$ cat src/rtl/arsc_pkg.sv
// Register map, field layout and encodings for the reference select control
package arsc_pkg;
    // Special-function register addresses
    localparam logic [7:0] REF_CTRL_ADDR    = 8'hD1;
    localparam logic [7:0] FACTORY_TEMP_OFFSET_LOW_ADDR    = 8'h85;
    localparam logic [7:0] FACTORY_TEMP_OFFSET_HIGH_ADDR   = 8'h86;
    // Control register field positions
    localparam int         FLD_GND_SEL      = 5;
    localparam int         FLD_REFSEL_HI    = 4;
    localparam int         FLD_REFSEL_LO    = 3;
    localparam int         FLD_TEMP_EN      = 2;
    localparam int         FLD_PREC_EN      = 0;
    // Control register values after reset
    localparam logic       GND_SEL_RESET    = 1'b0;
    localparam logic [1:0] REFSEL_RESET     = 2'h3;
    localparam logic       TEMP_EN_RESET    = 1'b0;
    localparam logic       PREC_EN_RESET    = 1'b0;
    // Low-byte position of the two least offset bits
    localparam int         FACTORY_TEMP_OFFSET_LOW_POS     = 6;
    // Converter channel code of the temperature sensor
    localparam logic [4:0] CHAN_TEMP_SENSOR = 5'h1B;
    // Voltage reference routing
    typedef enum logic [1:0] {
        ARSC_REF_EXT_PIN,
        ARSC_REF_MAIN_SUPPLY,
        ARSC_REF_DIG_SUPPLY,
        ARSC_REF_HIGH_SPEED
    } arsc_refsel_e;
endpackage

$ cat src/rtl/arsc_sync.sv
// Three-stage synchroniser with agreement filter for one pin level
`timescale 1ns/1ps
module arsc_sync (
    // Clock and reset
    input  wire logic sys_clk,
    input  wire logic arst_n,
    // Level in and out
    input  wire logic async_in,
    output logic      sync_out
);
    logic s1_reg;
    logic s2_reg;
    logic s3_reg;

    always_ff @(posedge sys_clk or negedge arst_n) begin
        if (!arst_n) begin
            s1_reg <= 1'b0;
            s2_reg <= 1'b0;
            s3_reg <= 1'b0;
        end else begin
            s1_reg <= async_in;
            s2_reg <= s1_reg;
            s3_reg <= s2_reg;
        end
    end

    // Change counts only once the two later stages agree
    always_ff @(posedge sys_clk or negedge arst_n) begin
        if (!arst_n) begin
            sync_out <= 1'b0;
        end else if (s2_reg == s3_reg) begin
            sync_out <= s3_reg;
        end
    end
endmodule

$ cat src/rtl/arsc_offset_rom.sv
// Read-only factory temperature offset byte views
`timescale 1ns/1ps
module arsc_offset_rom #(
    parameter logic [9:0] OFFSET_VALUE = 10'h200
) (
    // Register views
    output logic [7:0] high_byte,
    output logic [7:0] low_byte
);
    always_comb begin
        high_byte = OFFSET_VALUE[9:2];
        low_byte  = 8'h00;
        low_byte[arsc_pkg::FACTORY_TEMP_OFFSET_LOW_POS +: 2] = OFFSET_VALUE[1:0];
    end
endmodule

$ cat src/rtl/arsc_ref_ctrl.sv
// Reference and ground selection control with sensor enable and offset registers
// What this block does
// - Per-part 10-bit factory temperature offset, readable, never writable
// - Offset high byte returns offset bits 9 to 2, read-only
// - Offset low byte returns offset bits 1 and 0 in bits 7 and 6
// - Offset low byte bits 5 to 0 read zero, writes ignored
// - Ground select 1 uses analog ground pin, 0 uses ground pin
// - Select code 11 routes the high-speed reference to the converter
// - High-speed reference powered only on converter demand, low power otherwise
// - Precision enable with select 00 powers precision reference and drives pin
// - Select 01 chooses main supply, 10 chooses regulated digital supply
// - Sampling the temperature sensor forces internal chip ground
// - High-speed reference selected forces internal ground during conversion
// - Sensor enable cleared puts sensor output in high impedance
// - Control bits: ground 5, select 4:3, sensor 2, precision 0
// - Writing sensor enable bit sets or clears the temperature sensor
`timescale 1ns/1ps
module arsc_ref_ctrl #(
    parameter logic [9:0] FACTORY_TEMP_OFFSET = 10'h200
) (
    // Clock and reset
    input  wire logic       sys_clk,
    input  wire logic       arst_n,
    // Special-function register port
    input  wire logic [7:0] sfr_addr,
    input  wire logic       sfr_wr,
    input  wire logic       sfr_rd,
    input  wire logic [7:0] sfr_wdata,
    output logic [7:0]      sfr_rdata,
    // Converter status
    input  wire logic       conv_tracking,
    input  wire logic       conv_converting,
    input  wire logic [4:0] conv_channel,
    // Analog controls
    output logic [1:0]      vref_mux_sel,
    output logic            hs_ref_enable,
    output logic            prec_ref_enable,
    output logic            vref_pin_drive,
    output logic            gnd_use_analog_ground_pin_pin,
    output logic            gnd_use_internal,
    output logic            temp_sensor_enable,
    output logic            temp_sensor_hiz
);
    logic       analog_ground_select_reg;
    logic [1:0] reference_select_reg;
    logic       temp_sensor_enable_reg;
    logic       precision_ref_enable_reg;
    logic       tracking_s;
    logic       converting_s;
    logic [7:0] factory_temp_offset_high;
    logic [7:0] factory_temp_offset_low;
    logic [7:0] reference_control_reg;
    logic       hs_sel;
    logic       force_int_gnd;

    // Field layout must fit the byte-wide control and offset views
    if (arsc_pkg::FLD_GND_SEL > 7 || arsc_pkg::FLD_REFSEL_HI > 7
        || arsc_pkg::FLD_REFSEL_HI != arsc_pkg::FLD_REFSEL_LO + 1
        || arsc_pkg::FACTORY_TEMP_OFFSET_LOW_POS > 6) begin
        $error("field layout does not fit an eight-bit register");
    end

    // Converter status is sampled asynchronously to this clock
    arsc_sync u_sync_track (
        .sys_clk  (sys_clk),
        .arst_n   (arst_n),
        .async_in (conv_tracking),
        .sync_out (tracking_s)
    );

    arsc_sync u_sync_conv (
        .sys_clk  (sys_clk),
        .arst_n   (arst_n),
        .async_in (conv_converting),
        .sync_out (converting_s)
    );

    arsc_offset_rom #(
        .OFFSET_VALUE (FACTORY_TEMP_OFFSET)
    ) u_offset (
        .high_byte (factory_temp_offset_high),
        .low_byte  (factory_temp_offset_low)
    );

    // Control register write
    always_ff @(posedge sys_clk or negedge arst_n) begin
        if (!arst_n) begin
            analog_ground_select_reg <= arsc_pkg::GND_SEL_RESET;
            reference_select_reg     <= arsc_pkg::REFSEL_RESET;
            temp_sensor_enable_reg   <= arsc_pkg::TEMP_EN_RESET;
            precision_ref_enable_reg <= arsc_pkg::PREC_EN_RESET;
        end else if (sfr_wr && sfr_addr == arsc_pkg::REF_CTRL_ADDR) begin
            analog_ground_select_reg <= sfr_wdata[arsc_pkg::FLD_GND_SEL];
            reference_select_reg     <= sfr_wdata[arsc_pkg::FLD_REFSEL_HI:
                                                  arsc_pkg::FLD_REFSEL_LO];
            temp_sensor_enable_reg   <= sfr_wdata[arsc_pkg::FLD_TEMP_EN];
            precision_ref_enable_reg <= sfr_wdata[arsc_pkg::FLD_PREC_EN];
        end
    end

    always_comb begin
        reference_control_reg = 8'h00;
        reference_control_reg[arsc_pkg::FLD_GND_SEL] = analog_ground_select_reg;
        reference_control_reg[arsc_pkg::FLD_REFSEL_HI:arsc_pkg::FLD_REFSEL_LO] =
            reference_select_reg;
        reference_control_reg[arsc_pkg::FLD_TEMP_EN] = temp_sensor_enable_reg;
        reference_control_reg[arsc_pkg::FLD_PREC_EN] = precision_ref_enable_reg;
    end

    // Registered read data, unmapped addresses read zero
    always_ff @(posedge sys_clk or negedge arst_n) begin
        if (!arst_n) begin
            sfr_rdata <= 8'h00;
        end else if (sfr_rd) begin
            unique case (sfr_addr)
                arsc_pkg::REF_CTRL_ADDR:  sfr_rdata <= reference_control_reg;
                arsc_pkg::FACTORY_TEMP_OFFSET_HIGH_ADDR: sfr_rdata <= factory_temp_offset_high;
                arsc_pkg::FACTORY_TEMP_OFFSET_LOW_ADDR:  sfr_rdata <= factory_temp_offset_low;
                default:                  sfr_rdata <= 8'h00;
            endcase
        end
    end

    // Sensor override covers sampling only, high-speed override conversion only
    assign hs_sel        = reference_select_reg == 2'(arsc_pkg::ARSC_REF_HIGH_SPEED);
    assign force_int_gnd = (tracking_s && conv_channel == arsc_pkg::CHAN_TEMP_SENSOR)
                         || (hs_sel && converting_s);

    // Reference routing and power
    // High-speed reference idles in low power outside a converter pass
    always_ff @(posedge sys_clk or negedge arst_n) begin
        if (!arst_n) begin
            vref_mux_sel    <= arsc_pkg::REFSEL_RESET;
            hs_ref_enable   <= 1'b0;
            prec_ref_enable <= 1'b0;
            vref_pin_drive  <= 1'b0;
        end else begin
            vref_mux_sel    <= reference_select_reg;
            hs_ref_enable   <= hs_sel && (tracking_s || converting_s);
            prec_ref_enable <= precision_ref_enable_reg && reference_select_reg ==
                               2'(arsc_pkg::ARSC_REF_EXT_PIN);
            vref_pin_drive  <= precision_ref_enable_reg && reference_select_reg ==
                               2'(arsc_pkg::ARSC_REF_EXT_PIN);
        end
    end

    // Ground routing and sensor control
    always_ff @(posedge sys_clk or negedge arst_n) begin
        if (!arst_n) begin
            gnd_use_analog_ground_pin_pin   <= 1'b0;
            gnd_use_internal   <= 1'b0;
            temp_sensor_enable <= 1'b0;
            temp_sensor_hiz    <= 1'b1;
        end else begin
            gnd_use_internal   <= force_int_gnd;
            gnd_use_analog_ground_pin_pin   <= analog_ground_select_reg && !force_int_gnd;
            temp_sensor_enable <= temp_sensor_enable_reg;
            temp_sensor_hiz    <= !temp_sensor_enable_reg;
        end
    end
endmodule

$ cat config.mk
export PLATFORM = sky130hd
export DESIGN_NAME = arsc_ref_ctrl
export DESIGN_NICKNAME = d
export VERILOG_FILES = /design/src/rtl/arsc_pkg.sv /design/src/rtl/arsc_sync.sv /design/src/rtl/arsc_offset_rom.sv /design/src/rtl/arsc_ref_ctrl.sv
export SDC_FILE = /design/constraint.sdc
export NUM_CORES = 1
export LEC_CHECK = 0
export BUFFER_PORTS_ARGS = -buffer_cell sky130_fd_sc_hd__buf_2
export CAP_MARGIN = 25
export CORE_MARGIN = 3
export CORE_UTILIZATION = 42
export CTS_BUF_LIST = sky130_fd_sc_hd__clkbuf_4 sky130_fd_sc_hd__clkbuf_8 sky130_fd_sc_hd__clkbuf_16
export CTS_CLUSTER_DIAMETER = 150
export CTS_CLUSTER_SIZE = 12
export DETAILED_ROUTE_END_ITERATION = 10
export PLACE_DENSITY = 0.81
export SYNTH_ARGS = -nofsm -noshare
export SYNTH_HDL_FRONTEND = slang
export SYNTH_SLANG_ARGS = --single-unit
export TNS_END_PERCENT = 100
$ cat constraint.sdc
create_clock -name sys_clk -period 1 [get_ports sys_clk]
set_input_delay 0.15 -clock sys_clk [delete_from_list [all_inputs] [get_ports sys_clk]]
set_output_delay 0.15 -clock sys_clk [all_outputs]
set_load 0.005 [all_outputs]
==> out/metrics.yaml, run 1 <==
synth_edf_count: 0
yosysWarnings: 0
critical_path.top_delay_family: "flip-flops"
final_hold_viol_count: 0
grt-ovfl-total: 0
cts_tree: "built"
area_growth_pct: 30.3
syn_inst: 71
n_antenna_cell: 0
first_global_vias: 675
worstPathCellList: "buf_2"
die_area_um2: 2970
whs_ns: 0.0470
syn_area_um2: 987
grt_use_total: 0.141
yosysMostFrequentCell: "dfrtp_1"
cap_violations: 0
use_met2: 0.261
fin_crit_ns: 1.11
slowest_stage: "dfstp_2"
ir_drop_mv: 1.06
worst-path-stages: 1
critical_path_class: "flop to output port"
numPortBuffers: 38
cts_buffer_depth: 2
endpoint_kind: "output port"
period_share: 1.11
drt_wl_total_um: 1860
p_leak_nw: 0.677
layout-drive-gt1-share: 0.508
synth-seq-area-share: 0.691
die_w_um: 54.5
core-area_um2: 2080
critical-path-max-stage-delay_ns: 0.54
critPathMaxFanout: 1
grtUsageMet3: 0.0327
cp-start-kind: "flop"
largest_reg_flops: 6
grt_use_met1: 0.144
cts_buffers: 3
largest_register: "sfr_rdata"
rsz0062_at_grt: "true"
fillCellCount: 171
place_worst_setup_slack_ns: -0.177
fmax_ghz: 0.904
path_buf_inv: 1
rows: 16
power_mw: 1.78
max_slew.worst_pin.slew_ns: 0.559
grt_pass1_wl_um: 2930
numClockSinks: 27
violations: "negative setup slack"
fin_ws_ns: -0.106
cts_resized: 0
ys_types: 23
nets: 146
postSynthAreaPerCell_um2: 13.9
arrival_ns: 0.96
status: "finished with violations"
synthArstFlopShare: 1.00
drtIter0Drc: 11
slew_viol_final: 0
busiest_layer: "met2"
post_dp_cell_area_um2: 1210
ios: 44
dieHeight_um: 54.5
htree_num_levels: 1
critical_path_required_ns: 0.85
antenna_left: 0
place.gp.congestion: 0.765
reg2reg_depth: 2
vias: 705
skew_ns: 0.00295
via_per_inst: 4.86
slew_headroom: 0.627
powerDensity_nw_per_um2: 1380
synth_top_area_share: 0.558
firstDrtPassIters: 5
setup_viol: 6
wire_per_inst_um: 12.8
grt_max_degree: 28
synthFlopType: "dfrtp_1"
hp-class: "input pin to flop"
drc: 0
holdPathStages: 2
path_clk_slew_ns: 0.13
clk_latency_ns: 0.32
ys_ff_latch: 27
start_util: 0.474
synth_commonest_cells: "22 x dfrtp_1, 6 x inv_1, 6 x nand2_1"
dpl.hpwl_um: 1420
ctsRootBufferMaster: "clkbuf_4"
synth.top_cells.by_area: "dfrtp_1 56%, dfstp_2 13%, mux2_2 5.7%"
grt_antenna_before_repair: 0
yosysTopAreaCell: "dfrtp_1"
stdcell_area_um2: 1290
## what timing repair did
action                                  4_1_cts  5_1_grt
endpoints found under the setup margin       11       16
buffers inserted                              1        1
hold buffers                                  3        0
endpoints found under the hold margin        24        0
## report_power, final
part	switching [mW]	internal [mW]	total, mW
sequential	0.0215	1.14	1.16
clock	0.306	0.153	0.459
combinational	0.0729	0.0830	0.156
total	0.400	1.38	1.78
## through the flow
step           setup TNS [ns]  utilization  cells
2_1_floorplan               0            -     72
3_3_place_gp           -0.701        0.582    136
3_5_place_dp            -1.15        0.582    136
4_1_cts                -0.421        0.614    144
5_1_grt                -0.816        0.618    145
6_report               -0.331        0.618    145
## worst paths after layout
path	endpoint	start	slack [ns]
max	temp_sensor_hiz	temp_sensor_hiz	-0.11
max reg2reg	gnd_use_analog_ground_pin_pin	reference_select_reg[0]	0.04
min	reference_select_reg[1]	sfr_wdata[4]	0.05
min in group asynchronous	u_sync_track.s2_reg	arst_n	0.33
max in group asynchronous	vref_mux_sel[1]	arst_n	0.30
min reg2reg	u_sync_track.s2_reg	u_sync_track.s1_reg	0.37
## area by class of cell
type,count,area (um^2),area share
clock buffer,3,22.5,0.0175
clock inverter,1,7.51,0.00584
inverter,6,22.5,0.0175
multi-input combinational,35,260,0.202
sequential,27,682,0.530
tap,27,33.8,0.0263
timing repair buffer,46,258,0.200
## metal layers
metal	part of all wire	vias to the layer above	wire (um)
met1	0.38	341	716
li1	-	331	-
met3	0.064	7	119
met5	0	-	0
met4	0.026	0	48
met2	0.52	26	976
## cells in the final DEF, fill, tap and decap left out, drive strengths merged
| master | netlist | routed |
|---|---|---|
| nand2 | 6 | 6 |
| dlygate4sd3 | 0 | 3 |
| and2 | 1 | 1 |
| a41o | 1 | 1 |
| dfrtp | 22 | 22 |
| o211a | 1 | 1 |
| conb | 1 | 2 |
| nand3 | 3 | 3 |
| maj3 | 2 | 2 |
| o22ai | 5 | 5 |
| clkinvlp | 0 | 1 |
| mux2 | 5 | 5 |
| nor3 | 1 | 1 |
| nand3b | 1 | 1 |
| clkbuf | 1 | 3 |
| nor3b | 1 | 1 |
| nand4 | 1 | 1 |
| inv | 6 | 6 |
| buf | 3 | 43 |
| and3 | 1 | 1 |
| and4b | 1 | 1 |
| dfstp | 5 | 5 |
| and4bb | 1 | 1 |
| nor2b | 1 | 1 |
| nor2 | 1 | 1 |
## kinds of logic after synthesis
kind of cell / share of synthesized area
compound gates: 0.0520
fa+ha+maj: 0.0203
buf+inv: 0.0494
flops: 0.691
mux: 0.0570
other cells: 0.00380
simple gates: 0.127
No activity file was read; power rests on OpenSTA's default activity.
==> run 2, diff against run 1 <==
Settings changed: CELL_PAD_IN_SITES_DETAIL_PLACEMENT from default to 1, CELL_PAD_IN_SITES_GLOBAL_PLACEMENT from default to 2, CORE_UTILIZATION 42 to 28, PLACE_DENSITY 0.81 to 0.85.
==> run 2 against run 1 <==
  * The run still ends with negative setup slack left
  * Final area is 3.9% higher
  * Critical path depth stayed put
  * Highest routed layer is now met3
  * Die area grew 44%
  * Largest cell class unchanged
  * Critical endpoint is now vref_mux_sel[0]
  * Sequential share of layout area is 2.0 points lower
  * First-iteration DRC count is 36% higher
  * Hold slack gained 0.010 ns
  * Maximum frequency is 0.92% higher
  * Non-clock buffer count increased by 2
==> out/metrics.yaml, run 2 (same netlist as run 1, synthesis figures left out) <==
cap_violations: 0  # unchanged
p_sw_frac: 0.222  # -0.00336
reg2reg_depth: 3  # +1
clkPwrFrac: 0.253  # -0.005
seqCellArea_um2: 682  # unchanged
hold-path-endpoint: "analog_ground_select_reg"
vias: 694  # -1.6%
grt-ovfl-total: 0  # unchanged
cts_tree: "built"
largest_register: "sfr_rdata"
hp-class: "input pin to flop"
p_int_mw: 1.38  # about the same
worstPathCellList: "buf_2"
endpoint_kind: "output port"
antenna_left: 0  # unchanged
rr_endpoint: "gnd_use_analog_ground_pin_pin"
drtIter0Drc: 15  # +4
grt_antenna_before_repair: 0  # unchanged
skew_ns: 0.00525  # +0.00230 ns
timing.setup.tns_ns: -0.288  # +0.0424 ns
ios: 44  # unchanged
cts_buffer_depth: 2  # unchanged
arrival_ns: 0.95  # about the same
fin_crit_ns: 1.10  # -0.0101 ns
die_area_um2: 4270  # +44%
ctsRootBufferMaster: "clkbuf_4"
first_global_vias: 716  # +6.1%
violations: "negative setup slack"
powerDensity_nw_per_um2: 1330  # -4.1%
largest_reg_flops: 6  # unchanged
r2r-start: "u_sync_track.sync_out"
final_common_cell: "buf_2"
final_hold_viol_count: 0  # unchanged
path_buf_inv: 1  # unchanged
numPortBuffers: 38  # unchanged
clk_latency_ns: 0.31  # about the same
die_w_um: 65.4  # +20%
grt_max_degree: 28  # unchanged
core-area_um2: 3200  # +54%
fillCellCount: 382  # +120%
rsz0062_at_grt: "true"
hold_start: "sfr_wdata[5]"
drt_wl_total_um: 1990  # +6.9%
mostFrequentLayoutCells: "37 x buf_2, 22 x dfrtp_1, 7 x buf_4"
ir_drop_mv: 0.787  # -26%
holdPathStages: 2  # unchanged
final_core_util: 0.417  # -0.201
grt_pass1_wl_um: 3220  # +9.9%
power_mw: 1.77  # -0.39%
critical-path-max-stage-delay_ns: 0.54  # about the same
grt_use_total: 0.0971  # -0.0435
n_antenna_cell: 0  # unchanged
pwr-share-comb: 0.091  # +0.003
rows: 20  # +4
critical_path.top_delay_family: "flip-flops"
via_per_inst: 4.23  # -13%
setup_viol: 4  # -2
period_share: 1.10  # -0.0101
start_util: 0.308  # -0.166
layout-drive-gt1-share: 0.533  # +0.0249
dieHeight_um: 65.4  # +20%
fmax_ghz: 0.913  # +0.92%
slowest_stage: "dfstp_2"
multi_input_area_um2: 270  # +3.8%
reg2reg_slack_ns: 0.05  # about the same
cp-start-kind: "flop"
status: "finished with violations"
htree_num_levels: 1  # unchanged
drc: 0  # unchanged
power.switching_uw: 393  # -1.9%
critPathMaxFanout: 1  # unchanged
wire_per_inst_um: 12.1  # -5.5%
critical_path_required_ns: 0.85  # about the same
critical_path_class: "flop to output port"
cts_buffers: 3  # unchanged
slew_viol_final: 0  # unchanged
p_leak_nw: 0.693  # +2.4%
firstDrtPassIters: 4  # -1
seqPwrFrac: 0.657  # +0.003
area_growth_pct: 35.4
path_clk_slew_ns: 0.14  # about the same
numClockSinks: 27  # unchanged
nets: 148  # +1.4%
fin_ws_ns: -0.0959  # +0.0101 ns
place.gp.congestion: 0.699  # -8.6%
==> run 2: cell types whose count changed in the layout (fill, tap and decap cells not counted) <==
cell,before,now
buf_4,5,7
and3_1,1,0
and3_4,0,1
buf_2,38,37
buf_6,0,1
clkinv_2,0,1
clkinvlp_4,1,0
nand3_1,3,2
nand3_2,0,1
==> run 2: how the worst max path moves through the flow <==
stage | start | end | slack [ns] | depth (start not counted)
2_1_floorplan | sfr_addr[2] | analog_ground_select_reg | 0.008 | 3
3_3_place_gp | sfr_addr[2] | temp_sensor_enable_reg | -0.13 | 4
3_5_place_dp | sfr_addr[2] | precision_ref_enable_reg | -0.16 | 4
4_1_cts | temp_sensor_hiz | temp_sensor_hiz | -0.12 | 1
5_1_grt | vref_mux_sel[0] | vref_mux_sel[0] | -0.15 | 1
6_report | vref_mux_sel[0] | vref_mux_sel[0] | -0.1 | 1
==> run 2: power by group through the flow <==
| stage | Sequential, mW | Combinational (mW) | Clock, mW |
|---|---|---|---|
| floorplan | 1.18 | 0.0497 | 0 |
| global placement | 1.18 | 0.145 | 0 |
| detailed placement | 1.18 | 0.150 | 0 |
| CTS | 1.16 | 0.159 | 0.470 |
| global route | 1.17 | 0.181 | 0.519 |
| finish | 1.16 | 0.161 | 0.447 |
==> run 2: routing by layer <==
layer | routed length, um | vias to the layer above | GRT usage
met5 | 0 | - | 0
met4 | 0 | 0 | 0.00777
met3 | 93 | 0 | 0.0376
met2 | 1140 | 16 | 0.188
met1 | 758 | 338 | 0.102
li1 | - | 340 | -
==> run 2: metrics by stage <==
stage               hold slack [ns]  instance area (um^2)  cells  setup slack [ns]
finish                       0.0574                  1340    164           -0.0959
detailed placement            0.164                  1250    155            -0.164
global placement              0.154                  1250    155            -0.132
CTS                          0.0462                  1310    162            -0.119
global route                 0.0393                  1340    164            -0.146
floorplan                    -0.146                   991     72           0.00754
==> run 2: cell type report <==
cell class	count	share of cell area
sequential	27	0.510
inverter	6	0.0169
multi-input combinational	35	0.202
timing repair buffer	48	0.209
clock inverter	1	0.00375
clock buffer	3	0.0169
tap	44	0.0412
==> run 2: timing repair <==
| action | CTS | global route |
|---|---|---|
| hold buffers | 3 | 0 |
| hold endpoints to repair | 24 | 0 |
| buffers inserted | 0 | 2 |
| endpoints found under the setup margin | 8 | 16 |
| gates resized for setup | 0 | 3 |
| pin swaps | 0 | 1 |
==> run 3, diff against run 2 <==
Clock period 1 ns to 1.2 ns, I/O delays scaled along.
==> run 3 against run 2 <==
  * The run now ends clean
  * Total power shrank 16%
  * Sequential cell count is the same
  * Wire length grew 1.0%
  * Worst setup slack gained 0.16 ns
  * Via count shrank 3.0%
  * Critical path depth is the same
  * Sequential power shrank 16%
  * Register-to-register slack gained 0.16 ns
  * Global-route usage grew 0.78 points
  * Clock power shrank 11%
  * Combinational power shrank 28%
  * Clock skew shrank 0.0033 ns
==> out/metrics.yaml, run 3 (same netlist as run 1, synthesis figures left out) <==
holdPathStages: 2  # unchanged
antenna_left: 0  # unchanged
cap_violations: 0  # unchanged
worstPathCellList: "buf_6"
numPortBuffers: 38  # unchanged
final_common_cell: "buf_2"
critical_path_class: "flop to output port"
powerDensity_nw_per_um2: 1170  # -12%
firstDrtPassIters: 4  # unchanged
grt_use_total: 0.105  # +0.00781
fmax_ghz: 0.882
fillCellCount: 380  # -0.52%
final_hold_viol_count: 0  # unchanged
ctsRootBufferMaster: "clkbuf_4"
die_area_um2: 4270  # unchanged
final_core_util: 0.398  # -0.0187
largest_reg_flops: 6  # unchanged
p_leak_nw: 0.659  # -4.9%
die_w_um: 65.4  # unchanged
wire_per_inst_um: 12.8  # +5.5%
p_sw_frac: 0.217  # -0.00443
numClockSinks: 27  # unchanged
setup_viol: 0  # -4
seqPwrFrac: 0.654  # -0.003
cts_tree: "built"
mostFrequentLayoutCells: "37 x buf_2, 22 x dfrtp_1, 6 x nand2_1, 6 x inv_1"
slew_headroom: 0.611
r2r-start: "reference_select_reg[0]"
slowest_stage: "dfstp_2"
hp-class: "input pin to flop"
drc: 0  # unchanged
cts_buffer_depth: 2  # unchanged
path_clk_slew_ns: 0.13  # about the same
critical_path_required_ns: 1.02  # +0.17 ns
period_share: 0.945
whs_ns: 0.0912  # +0.0338 ns
start_util: 0.308  # unchanged
dieHeight_um: 65.4  # unchanged
first_global_vias: 737  # +2.9%
clkPwrFrac: 0.268  # +0.015
place.gp.congestion: 0.714  # +2.2%
via_per_inst: 4.29  # +1.3%
largest_register: "sfr_rdata"
endpoint_kind: "output port"
htree_num_levels: 1  # unchanged
critical_path.top_delay_family: "flip-flops"
post_dp_cell_area_um2: 1210  # -3.0%
slew_viol_final: 0  # unchanged
skew_ns: 0.00190  # -0.00335 ns
critical-path-max-stage-delay_ns: 0.55  # about the same
critPathMaxFanout: 1  # unchanged
arrival_ns: 0.95  # about the same
fin_crit_ns: 1.13
vias: 673  # -3.0%
rr_endpoint: "gnd_use_analog_ground_pin_pin"
pwr-share-comb: 0.078  # -0.013
ir_drop_mv: 0.554  # -30%
grt_max_degree: 28  # unchanged
clk_latency_ns: 0.31  # about the same
grt_pass1_wl_um: 3370  # +4.9%
power_mw: 1.49  # -16%
postCtsSetupRepairBufs: 0  # unchanged
path_buf_inv: 1  # unchanged
reg2reg_depth: 2  # -1
rsz0062_at_grt: "false"
hold-path-endpoint: "temp_sensor_enable_reg"
area_growth_pct: 29.3
status: "finished clean"
drtIter0Drc: 22  # +7
nets: 141  # -4.7%
max_slew.worst_pin.slew_ns: 0.584
ios: 44  # unchanged
worst-path-stages: 1  # unchanged
hold_start: "sfr_wdata[2]"
drt_wl_total_um: 2010  # +1.0%
p_int_mw: 1.16  # -15%
power.switching_uw: 324  # -18%
grt-ovfl-total: 0  # unchanged
n_antenna_cell: 0  # unchanged
rows: 20  # unchanged
grt_antenna_before_repair: 0  # unchanged
layout-drive-gt1-share: 0.487  # -0.0466
cp-start-kind: "flop"
cts_buffers: 3  # unchanged
reg2reg_slack_ns: 0.21  # +0.16 ns
core-area_um2: 3200  # unchanged
stdcell_area_um2: 1280  # -4.5%
timing.setup.tns_ns: 0  # +0.288 ns
-- run 3: area by class of cell --
cell class	instances	area (um^2)	share of cell area
flip-flops and latches	27	682	0.534
multi-input cells	35	260	0.204
repair buffers	41	226	0.177
well taps	44	55.1	0.0431
clock buffers	4	30.0	0.0235
inverters	6	22.5	0.0176
-- run 3: worst max-delay path by stage --
stage                     slack, ns                        to       startpoint
final                          0.07           temp_sensor_hiz  temp_sensor_hiz
after global routing          0.003           temp_sensor_hiz  temp_sensor_hiz
after CTS                      0.04           temp_sensor_hiz  temp_sensor_hiz
after detailed placement      0.004    temp_sensor_enable_reg      sfr_addr[2]
after global placement         0.03  analog_ground_select_reg      sfr_addr[2]
after floorplan                0.18  analog_ground_select_reg      sfr_addr[2]
-- run 3: layer usage --
metal / share of wire / up-vias / global-route usage
li1: - / 321 / -
met1: 0.37 / 326 / 0.110
met5: 0 / - / 0
met4: 0.016 / 0 / 0.0311
met2: 0.56 / 22 / 0.192
met3: 0.053 / 4 / 0.0410
-- run 3: repair_timing --
item                       in CTS  in global routing
resized for setup               0                  1
hold buffers                    3                  0
setup endpoints to repair       0                  1
hold endpoints to repair       24                  0
-- run 3: power by group through the flow --
stage,clock network [mW],registers (mW),logic (mW)
after floorplan,0,0.985,0.0414
after global placement,0,0.988,0.105
after detailed placement,0,0.991,0.111
after CTS,0.418,0.974,0.118
after global routing,0.461,0.979,0.132
final,0.399,0.973,0.116
-- run 3: per-stage QoR --
stage               setup slack, ns  instances
detailed placement          0.00414        150
global placement             0.0269        150
finish                       0.0665        157
floorplan                     0.178         72
CTS                          0.0428        157
global route                0.00296        157
